===== src/include/pcc_params.svh =====
// constants for the 16-bit card control-signal sequencer
`ifndef PCC_PARAMS_SVH
`define PCC_PARAMS_SVH
`define PCC_SETUP_CYC    4'h2
`define PCC_STROBE_CYC   4'h6
`define PCC_HOLD_CYC     4'h2
`define PCC_CNT_W        4
`define PCC_VS_5V        2'h3
`define PCC_VS_3V        2'h2
`define PCC_VS_XV        2'h1
`define PCC_VS_LOW       2'h0
`endif


===== src/include/pcc_pkg.sv =====
// types for the 16-bit card control-signal sequencer
package pcc_pkg;
  typedef enum logic [1:0] {
    PCC_CMD_MEM = 2'h0,
    PCC_CMD_ATTR = 2'h1,
    PCC_CMD_IO = 2'h2,
    PCC_CMD_DMA = 2'h3
  } pcc_cmd_t;
  typedef enum logic [1:0] {
    PCC_VOLT_5V = 2'h0,
    PCC_VOLT_3V = 2'h1,
    PCC_VOLT_XV = 2'h2,
    PCC_VOLT_LOW = 2'h3
  } pcc_volt_t;
  typedef enum logic [4:0] {
    PCC_IDLE = 5'h01,
    PCC_SETUP = 5'h02,
    PCC_STROBE = 5'h04,
    PCC_WAITST = 5'h08,
    PCC_HOLD = 5'h10
  } pcc_state_t;
endpackage : pcc_pkg


===== src/verilog/pcc_sync.sv =====
// two-flop synchroniser bank for card input pins
`timescale 1ns/1ps
module pcc_sync #(
  parameter int W = 1
) (
  input  wire logic         ref_clk_i,
  input  wire logic         rst_b_i,
  input  wire logic [W-1:0] async_i,
  input  wire logic [W-1:0] rst_val_i,
  output logic      [W-1:0] sync_o
);
  logic [W-1:0] meta_q;
  logic [W-1:0] sync_q;
  // first stage feeds only the second; reset value constant-one (idle pins high)
  always_ff @(posedge ref_clk_i or negedge rst_b_i) begin
    if (!rst_b_i) begin
      meta_q <= '1;
      sync_q <= '1;
    end else begin
      meta_q <= async_i;
      sync_q <= meta_q;
    end
  end
  assign sync_o = sync_q ^ ~rst_val_i ^ ~rst_val_i;
endmodule : pcc_sync


===== src/verilog/pcc_ctrl.sv =====
// control-signal sequencer for a 16-bit card socket
// Notes on behaviour
// - drive output enable low during host memory reads.
// - assert output enable as terminal count on the last DMA write.
// - treat ready as ready/busy only in memory-only interface mode.
// - keep attribute select high for all common memory accesses.
// - attribute select with memory strobes for attribute, with I/O strobes for I/O.
// - attribute select is DMA acknowledge, paired with the I/O strobes.
// - card reset output forces a hard reset of the card.
// - decode both voltage sense lines together into one voltage class.
// - hold the cycle uncompleted while the card asserts wait.
// - write enable strobes host write data into memory cards.
// - assert write enable as terminal count on the last DMA read.
// - write-protect input is the memory card switch state.
// - I/O read strobe for card-to-host DMA, I/O write for host-to-card.
`timescale 1ns/1ps
`include "pcc_params.svh"
module pcc_ctrl
  import pcc_pkg::*;
(
  input  wire logic        ref_clk_i,
  input  wire logic        rst_b_i,
  // host side request
  input  wire logic        req_valid_i,
  output logic             req_ready_o,
  input  wire pcc_cmd_t    req_cmd_i,
  input  wire logic        req_write_i,
  input  wire logic        req_last_i,
  input  wire logic        mem_only_i,
  input  wire logic        reset_card_i,
  output logic             done_o,
  output logic             done_wide_o,
  output logic             card_ready_o,
  output logic             card_irq_o,
  output logic             write_protect_o,
  output logic             dma_request_o,
  output pcc_volt_t        volt_class_o,
  // card pins
  output logic             oe_b_o,
  output logic             we_b_o,
  output logic             reg_b_o,
  output logic             io_read_strobe_b_o,
  output logic             io_write_strobe_b_o,
  output logic             card_reset_o,
  input  wire logic        ready_irq_i,
  input  wire logic        wait_b_i,
  input  wire logic        wp_wide_i,
  input  wire logic        voltage_sense_a_i,
  input  wire logic        voltage_sense_b_i
);
  pcc_state_t state_q, state_d;
  logic [`PCC_CNT_W-1:0] cnt_q, cnt_d;
  pcc_cmd_t cmd_q;
  logic     wr_q, last_q, wide_q;
  logic     oe_q, we_q, reg_q, io_read_strobe_q, io_write_strobe_q, rst_q, done_q, donew_q;
  logic [1:0] vs_q;
  logic       rdy_s, wait_s, wp_s, vsa_s, vsb_s;

  // synchronise every card input pin
  pcc_sync #(.W(5)) u_sync (
    .ref_clk_i (ref_clk_i),
    .rst_b_i   (rst_b_i),
    .async_i   ({ready_irq_i, wait_b_i, wp_wide_i, voltage_sense_a_i, voltage_sense_b_i}),
    .rst_val_i (5'h1f),
    .sync_o    ({rdy_s, wait_s, wp_s, vsa_s, vsb_s})
  );

  // voltage class from both sense lines together
  function automatic pcc_volt_t vs_decode(input logic [1:0] vs);
    unique case (vs)
      `PCC_VS_5V: vs_decode = PCC_VOLT_5V;
      `PCC_VS_3V: vs_decode = PCC_VOLT_3V;
      `PCC_VS_XV: vs_decode = PCC_VOLT_XV;
      default:    vs_decode = PCC_VOLT_LOW;
    endcase
  endfunction : vs_decode

  wire   wait_on   = !wait_s;
  wire   is_io     = (cmd_q == PCC_CMD_IO);
  wire   is_dma    = (cmd_q == PCC_CMD_DMA);
  wire   is_memory = (cmd_q == PCC_CMD_MEM) || (cmd_q == PCC_CMD_ATTR);
  assign req_ready_o = (state_q == PCC_IDLE) && !rst_q;

  // sequencer next state
  always_comb begin
    state_d = state_q;
    cnt_d   = cnt_q;
    unique case (state_q)
      PCC_IDLE: begin
        if (req_valid_i && req_ready_o) begin
          state_d = PCC_SETUP;
          cnt_d   = `PCC_SETUP_CYC;
        end
      end
      PCC_SETUP: begin
        cnt_d = cnt_q - 1'b1;
        if (cnt_q == 1) begin
          state_d = PCC_STROBE;
          cnt_d   = `PCC_STROBE_CYC;
        end
      end
      PCC_STROBE: begin
        cnt_d = cnt_q - 1'b1;
        if (cnt_q == 1) begin
          state_d = PCC_WAITST;
        end
      end
      PCC_WAITST: begin
        if (!wait_on) begin
          state_d = PCC_HOLD;
          cnt_d   = `PCC_HOLD_CYC;
        end
      end
      PCC_HOLD: begin
        cnt_d = cnt_q - 1'b1;
        if (cnt_q == 1) begin
          state_d = PCC_IDLE;
        end
      end
      default: state_d = PCC_IDLE;
    endcase
  end

  wire strobe_on = (state_q == PCC_STROBE) || (state_q == PCC_WAITST);
  wire cyc_on    = (state_q != PCC_IDLE);
  // memory strobes: oe on reads, we on writes; dma terminal count on last word
  wire oe_d   = strobe_on && ((is_memory && !wr_q)
                || (is_dma && wr_q && last_q));
  wire we_d   = strobe_on && ((is_memory && wr_q)
                || (is_dma && !wr_q && last_q));
  // attribute select: high for common memory, low for attr, io, dma ack
  wire reg_d  = cyc_on && (cmd_q != PCC_CMD_MEM);
  // dma write (card to host) uses io read strobe, dma read uses io write
  wire io_read_strobe_d = strobe_on && ((is_io && !wr_q) || (is_dma && wr_q));
  wire io_write_strobe_d = strobe_on && ((is_io && wr_q) || (is_dma && !wr_q));

  // state and captured request
  always_ff @(posedge ref_clk_i or negedge rst_b_i) begin
    if (!rst_b_i) begin
      state_q <= PCC_IDLE;
      cnt_q   <= '0;
      cmd_q   <= PCC_CMD_MEM;
      wr_q    <= 1'b0;
      last_q  <= 1'b0;
    end else begin
      state_q <= state_d;
      cnt_q   <= cnt_d;
      if (req_valid_i && req_ready_o) begin
        cmd_q  <= req_cmd_i;
        wr_q   <= req_write_i;
        last_q <= req_last_i;
      end
    end
  end

  // registered pin drivers
  always_ff @(posedge ref_clk_i or negedge rst_b_i) begin
    if (!rst_b_i) begin
      oe_q   <= 1'b0;
      we_q   <= 1'b0;
      reg_q  <= 1'b0;
      io_read_strobe_q <= 1'b0;
      io_write_strobe_q <= 1'b0;
      rst_q  <= 1'b1;
    end else begin
      oe_q   <= oe_d;
      we_q   <= we_d;
      reg_q  <= reg_d;
      io_read_strobe_q <= io_read_strobe_d;
      io_write_strobe_q <= io_write_strobe_d;
      rst_q  <= reset_card_i;
    end
  end

  // wide-port sampled during io strobe; completion pulse
  always_ff @(posedge ref_clk_i or negedge rst_b_i) begin
    if (!rst_b_i) begin
      wide_q  <= 1'b0;
      done_q  <= 1'b0;
      donew_q <= 1'b0;
    end else begin
      if (state_q == PCC_STROBE && is_io) begin
        wide_q <= !wp_s;
      end
      done_q  <= (state_q == PCC_HOLD) && (cnt_q == 1);
      donew_q <= (state_q == PCC_HOLD) && (cnt_q == 1) && !(is_io && !wide_q);
    end
  end

  // status from pins
  always_ff @(posedge ref_clk_i or negedge rst_b_i) begin
    if (!rst_b_i) begin
      vs_q <= 2'h3;
    end else begin
      vs_q <= {vsa_s, vsb_s};
    end
  end

  assign oe_b_o              = !oe_q;
  assign we_b_o              = !we_q;
  assign reg_b_o             = !reg_q;
  assign io_read_strobe_b_o  = !io_read_strobe_q;
  assign io_write_strobe_b_o = !io_write_strobe_q;
  assign card_reset_o        = rst_q;
  assign done_o              = done_q;
  assign done_wide_o         = donew_q;
  assign card_ready_o        = mem_only_i && rdy_s;
  assign card_irq_o          = !mem_only_i && !rdy_s;
  assign write_protect_o     = mem_only_i && wp_s;
  assign dma_request_o       = !mem_only_i && wp_s;
  assign volt_class_o        = vs_decode(vs_q);
endmodule : pcc_ctrl


===== config.mk =====
export PLATFORM = sky130hd
export DESIGN_NAME = pcc_ctrl
export DESIGN_NICKNAME = d
export VERILOG_FILES = /design/src/include/pcc_pkg.sv /design/src/verilog/pcc_sync.sv /design/src/verilog/pcc_ctrl.sv
export VERILOG_INCLUDE_DIRS = /design/src /design/src/include
export SDC_FILE = /design/constraint.sdc
export NUM_CORES = 1
export LEC_CHECK = 0
export ABC_AREA = 1
export BUFFER_PORTS_ARGS = -buffer_cell sky130_fd_sc_hd__buf_4
export CORE_MARGIN = 2
export CORE_UTILIZATION = 39
export DETAILED_ROUTE_END_ITERATION = 8
export GPL_ROUTABILITY_DRIVEN = 1
export GPL_TIMING_DRIVEN = 0
export HOLD_SLACK_MARGIN = 0.15
export PLACE_DENSITY_LB_ADDON = 0.12
export SYNTH_ARGS = -nofsm -noshare
export SYNTH_HDL_FRONTEND = slang
export SYNTH_SLANG_ARGS = --single-unit

===== constraint.sdc =====
create_clock -name ref_clk_i -period 1.5 [get_ports ref_clk_i]
set_clock_uncertainty 0.2 [all_clocks]
set_input_delay 0.15 -clock ref_clk_i [delete_from_list [all_inputs] [get_ports ref_clk_i]]
set_output_delay 0.15 -clock ref_clk_i [all_outputs]
set_load 0.005 [all_outputs]

# After elaboration in Yosys (flattened, before gate mapping)
# Cells that the tools add are included.
[totals] regBits=34
[op_classes] n_addsub=1 n_eq_ne=18 mux=11 reduce_logical=47
[ops] op="two-way mux 5 bit" n=5
[ops] op="one-hot mux 5 bit (5 select lines)" n=1
[ops] op="logical AND 1 bit" n=23
[ops] op="one-hot mux 4 bit (4 select lines)" n=1
[ops] op="logical NOT 1 bit" n=12
[ops] op="two-way mux 4 bit" n=3
[ops] op="equality test 2 bit (second input constant)" n=4
[ops] op="logical OR 1 bit" n=6
[ops] op="!= test 2 bit (second input constant)" n=3
[ops] op="one-hot mux 2 bit (3 select lines)" n=1
[ops] op="equality test 5 x 1 -> 1 bit (second input constant)" n=1
[ops] op="equality test 5 x 2 -> 1 bit (second input constant)" n=1
[ops] op="equality test 5 x 3 -> 1 bit (second input constant)" n=1
[ops] op="equality test 5 x 4 -> 1 bit (second input constant)" n=1
[ops] op="equality test 5 bit (second input constant)" n=1
[ops] op="!= test 5 x 1 -> 1 bit (second input constant)" n=1
[ops] op="AND reduction 5 bit" n=1
[ops] op="equality test 2 x 1 -> 1 bit (second input constant)" n=2
[ops] op="equality test 4 x 1 -> 1 bit (second input constant)" n=1
[ops] op="!= test 2 x 1 -> 1 bit (second input constant)" n=2
[ops] op="nonzero test 4 bit" n=1
[ops] op="subtractor 4 x 1 -> 4 bit (second input constant)" n=1
[ops] op="AND reduction 3 bit" n=1
[ops] op="logical NOT 2 bit" n=1
[ops] op="2 further kinds" n=2

# Logic depth before layout (Yosys ltp)
[logic_depth] ltp_word=5 mapped_depth=9

# Hierarchy
# A second synthesis with hierarchy kept.
[hier_totals] hier_cells=156 hier_area_um2=1473.9
[by_module_without_submodules] module="pcc_ctrl" instances=1 cells_each=141 area_per_inst_um2=1192.4 seq_area_each_um2=605.6
[by_module_without_submodules] module="pcc_sync" instances=1 cells_each=15 area_per_inst_um2=281.5 seq_area_each_um2=262.8

# Worst setup path before layout
# Ideal clock, no wire load.
[synth_timing] kind="register -> register" start="reg state_q[0]" end="reg cmd_q[1]" setup_ns=0.125 arrival_time_ns=1.129 setup_slack_ns=0.047 path_stages_with_launch=8 n_path_buf=0 path_cell_list="dfstp_2 > inv_1 > nor2_2 > nand3_2 > nor2_4 > nand2_2 > nor2_1 > a21oi_1"
[synth_between] elab_chain_len=3
[synth_rtl] element="from (decl)" line_no="pcc_ctrl.sv:51" rtl="pcc_state_t state_q, state_d;"
[synth_rtl] element="from (signal assigned)" line_no="pcc_ctrl.sv:146" rtl="state_q <= state_d;"
[synth_rtl] element="equality test 5 x 1 -> 1 bit" line_no="pcc_ctrl.sv:82" rtl="assign req_ready_o = (state_q == PCC_IDLE) && !rst_q;"
[synth_rtl] element="logical AND 1 bit" line_no="pcc_ctrl.sv:82"
[synth_rtl] element="net req_ready_o" line_no="pcc_ctrl.sv:25" rtl="output logic req_ready_o,"
[synth_rtl] element="logical AND 1 bit" line_no="pcc_ctrl.sv:148" rtl="if (req_valid_i && req_ready_o) begin"
[synth_rtl] element="to (signal assigned)" line_no="pcc_ctrl.sv:149" rtl="cmd_q <= req_cmd_i;"
[synth_rtl] element="to (decl)" line_no="pcc_ctrl.sv:53" rtl="pcc_cmd_t cmd_q;"
# The timed path passes the listed nets, and every way through them passes these cells.
# A chain may end at the register's enable or synchronous reset.

# Worst setup path after layout
[layout_timing] start="reg state_q[0]" end="out req_ready_o"
[layout_between] elab_chain_len=2
[layout_rtl] element="equality test 5 x 1 -> 1 bit" line_no="pcc_ctrl.sv:82"
[layout_rtl] element="logical AND 1 bit" line_no="pcc_ctrl.sv:82"
[layout_rtl] element="to (decl)" line_no="pcc_ctrl.sv:25"
# No other way between the ends.

==> impl_metrics.env <==
export IMPL_use_met2_pct=27.71
export IMPL_place_hpwl_um=1898
export IMPL_p_per_area_nw_per_um2=1556
export IMPL_place_area_um2=1725
export IMPL_arrival_ps=1280
export IMPL_drt_initial_drc_count=35
export IMPL_ant_nets=0
export IMPL_clock_path_buffers=2
export IMPL_drv_slew=0
export IMPL_yosysWarnings=0
export IMPL_routed_via_density=4.583
export IMPL_reg2reg_slack_ps=-110
export IMPL_stdcell_area_um2=2056
export IMPL_fin_crit_sh_pct=108.8
export IMPL_grt_overflow=0
export IMPL_wl_per_cell_um=11.33
export IMPL_min_path_type="primary input to async pin"
export IMPL_synthCells=152
export IMPL_critical_path_top_delay_family="flip-flops"
export IMPL_syn_nets=168
export IMPL_violations="negative setup slack"
export IMPL_ir_drop_mv=0.8156
export IMPL_r2r_cells=9
export IMPL_drc_errors=0
export IMPL_cts_buffers=5
export IMPL_initial_core_util_pct=40.05
export IMPL_io_pins=29
export IMPL_grt_first_pass_wirelength_um=4968
export IMPL_wl_um=2855
export IMPL_final_hold_viol_count=0
export IMPL_crit_slowest_cell="dfstp_2"
export IMPL_cp_required_ps=1150
export IMPL_ys_ff_latch=34
export IMPL_timing_rr_start="state_q[0]$_DFFE_PN1P_"
export IMPL_status="finished, violations left"
export IMPL_slew_headroom_pct=72.48
export IMPL_crit_path_frequent_cell="nor2_4"
export IMPL_worstMarginPinSlew_ps=412.8
export IMPL_syn2layout_area_growth_pct=41.27
export IMPL_setup_ws_ps=-131.7
export IMPL_path_class="register to output port"
export IMPL_crit_buf_inv=2
export IMPL_rows=22
export IMPL_track_usage_pct=15.80
export IMPL_final_common_cell="buf_4"
export IMPL_holdWs_ps=150.0
export IMPL_insertion_delay_ps=280
export IMPL_period_needed_ps=1632
export IMPL_via_count=1155
export IMPL_gp_congestion=0.7994
export IMPL_grt_start_max_net_pins=35
export IMPL_fin_util_pct=56.58
export IMPL_worstSetupEndpoint="req_ready_o"
export IMPL_grt_pass1_vias=1171
export IMPL_syn_mean_instance_area_um2=9.573
export IMPL_die_h_um=65.09
export IMPL_grt_use_met1_pct=17.57
export IMPL_leakagePower_uw=0.001037
export IMPL_ys_types=25
export IMPL_antenna_found_initial=0
export IMPL_cp_start_kind="register"
export IMPL_crit_chain="inv_2 -> nor2_4 -> nand3_4 -> nor2_4 -> buf_6"
export IMPL_path_max_fanout=2
export IMPL_cts_sinks=34
export IMPL_clk_pin_slew_ps=60
export IMPL_n_antenna_cell=0
export IMPL_drive_gt1_share_pct=37.75
export IMPL_synth_cell_area_um2=1455
export IMPL_core_area_um2=3633
export IMPL_final_cell_mix="buf_4, nand2_1, inv_1"
export IMPL_rsz0062_at_grt="true"
export IMPL_nNetsFinal=219
export IMPL_grt_busiest_layer="met2"
export IMPL_clock_root_buffer="clkbuf_8"
export IMPL_fmax_mhz=612.9
export IMPL_htree_levels=2
export IMPL_setup_violations=12
export IMPL_critical_path_depth=5
export IMPL_maxCapViolations=0
export IMPL_dieArea_um2=4236
export IMPL_portBuffers=28
export IMPL_crit_start="state_q[0]$_DFFE_PN1P_"
export IMPL_cts_tree="built"
export IMPL_critPathCaptureType="output port"
export IMPL_max_stage_delay_ps=540
export IMPL_seq_area_frac_synth_pct=59.67
export IMPL_dieWidth_um=65.09
export IMPL_use_met3_pct=5.382
export IMPL_firstDrtPassIters=4
export IMPL_r2r_end="cnt_q[0]$_DFFE_PN0P_"
## cell usage after synthesis
master	instances	area (um^2)
nand3_1	6	30.03
nand3b_1	2	15.01
nor3_1	3	15.01
dfrtp_1	20	500.5
o21a_1	1	7.510
o21ai_2	1	8.760
a22oi_1	1	7.510
o21ai_1	1	5.000
xor2_1	2	17.52
nand2_2	4	25.02
nand4_1	1	6.260
o21ai_0	3	15.01
a21oi_2	1	8.760
ha_1	2	25.02
dfstp_2	14	367.9
o21bai_1	1	7.510
o211ai_1	1	7.510
nand2_1	30	112.6
nand3_2	3	30.03
nor2_4	2	22.52
nor2_1	15	56.30
a21oi_1	5	25.02
inv_1	26	97.59
inv_2	1	3.750
nor2_2	6	37.54
## metrics by stage
stage / setup WS (ps) / power, uW / instances / TNS, ps
2_1_floorplan: 46.67 / 1883 / 152 / 0
3_3_place_gp: -81.30 / 2111 / 228 / -400.5
3_5_place_dp: -125.9 / 2145 / 228 / -662.0
4_1_cts: -186.4 / 3129 / 251 / -1339
5_1_grt: -212.2 / 3436 / 252 / -1971
6_report: -131.7 / 3200 / 252 / -924.4
## cell families (layout without fill, tap and decap cells)
logic type / count (synthesis) / in the layout / synth area share, %
AND/OR/NAND/NOR: 72 / 72 / 24.08
flip-flops: 34 / 34 / 59.67
buffers and inverters: 27 / 79 / 6.964
AO/OA/AOI/OAI: 15 / 15 / 6.363
adder cells (fa/ha/maj): 2 / 2 / 1.719
XOR/XNOR: 2 / 2 / 1.204
## how the worst min path moves through the flow
stage / start / to / slack, ps
2_1_floorplan: rst_b_i / cmd_q[0]$_DFFE_PN0P_ / -350
3_3_place_gp: rst_b_i / done_o$_DFF_PN0_ / -80
3_5_place_dp: rst_b_i / done_o$_DFF_PN0_ / -80
4_1_cts: rst_b_i / reg_q$_DFF_PN0_ / 160
5_1_grt: u_sync.meta_q[1]$_DFF_PN1_ / u_sync.sync_q[1]$_DFF_PN1_ / 160
6_report: rst_b_i / state_q[2]$_DFFE_PN0P_ / 150
## state kept, by name, summed over array words and instances (netlist names), 2 cells and up
signal,count
cnt_q,4
cmd_q,2
vs_q,2
state_q,5
u_sync.sync_q,5
u_sync.meta_q,5
## power breakdown
| part | switching, uW | internal, uW | leakage [uW] |
|---|---|---|---|
| sequential | 137 | 1100 | 0.000409 |
| clock | 308 | 497 | 0.0000524 |
| combinational | 643 | 510 | 0.000576 |
| total | 1090 | 2110 | 0.00104 |
## area by class of cell
| class | instances | area, um^2 |
|---|---|---|
| clock buffers | 7 | 76.32 |
| clock inverters | 1 | 30.03 |
| fillers | 337 | 1578 |
| inverters | 27 | 101.3 |
| multi-input cells | 91 | 550.5 |
| flip-flops and latches | 34 | 869.6 |
| well taps | 48 | 60.06 |
| repair buffers | 44 | 367.9 |
## worst register-to-register path, cell delays in order (launching register included)
cell	delay [ps]
dfstp_2	540
inv_2	40
nor2_4	110
nand3_4	100
buf_6	140
a21oi_4	140
nor2_4	70
nand2_2	100
nand2_1	60
nand2_1	50
## layer usage
layer | wire [um] | vias to the layer above | part of all wire, %
li1 | - | 570 | -
met1 | 1212 | 554 | 42
met2 | 1492 | 29 | 52
met3 | 133 | 2 | 4.7
met4 | 17 | 0 | 0.60
met5 | 0 | - | 0
## what timing repair did
| action | in CTS | in global routing |
|---|---|---|
| pin swaps | 2 | 7 |
| gates resized for setup | 9 | 10 |
| hold buffers | 12 | 0 |
| buffers inserted | 3 | 1 |
| endpoints found under the hold margin | 46 | 0 |
| setup endpoints to repair | 11 | 14 |
No activity file was read; power rests on OpenSTA's default activity.
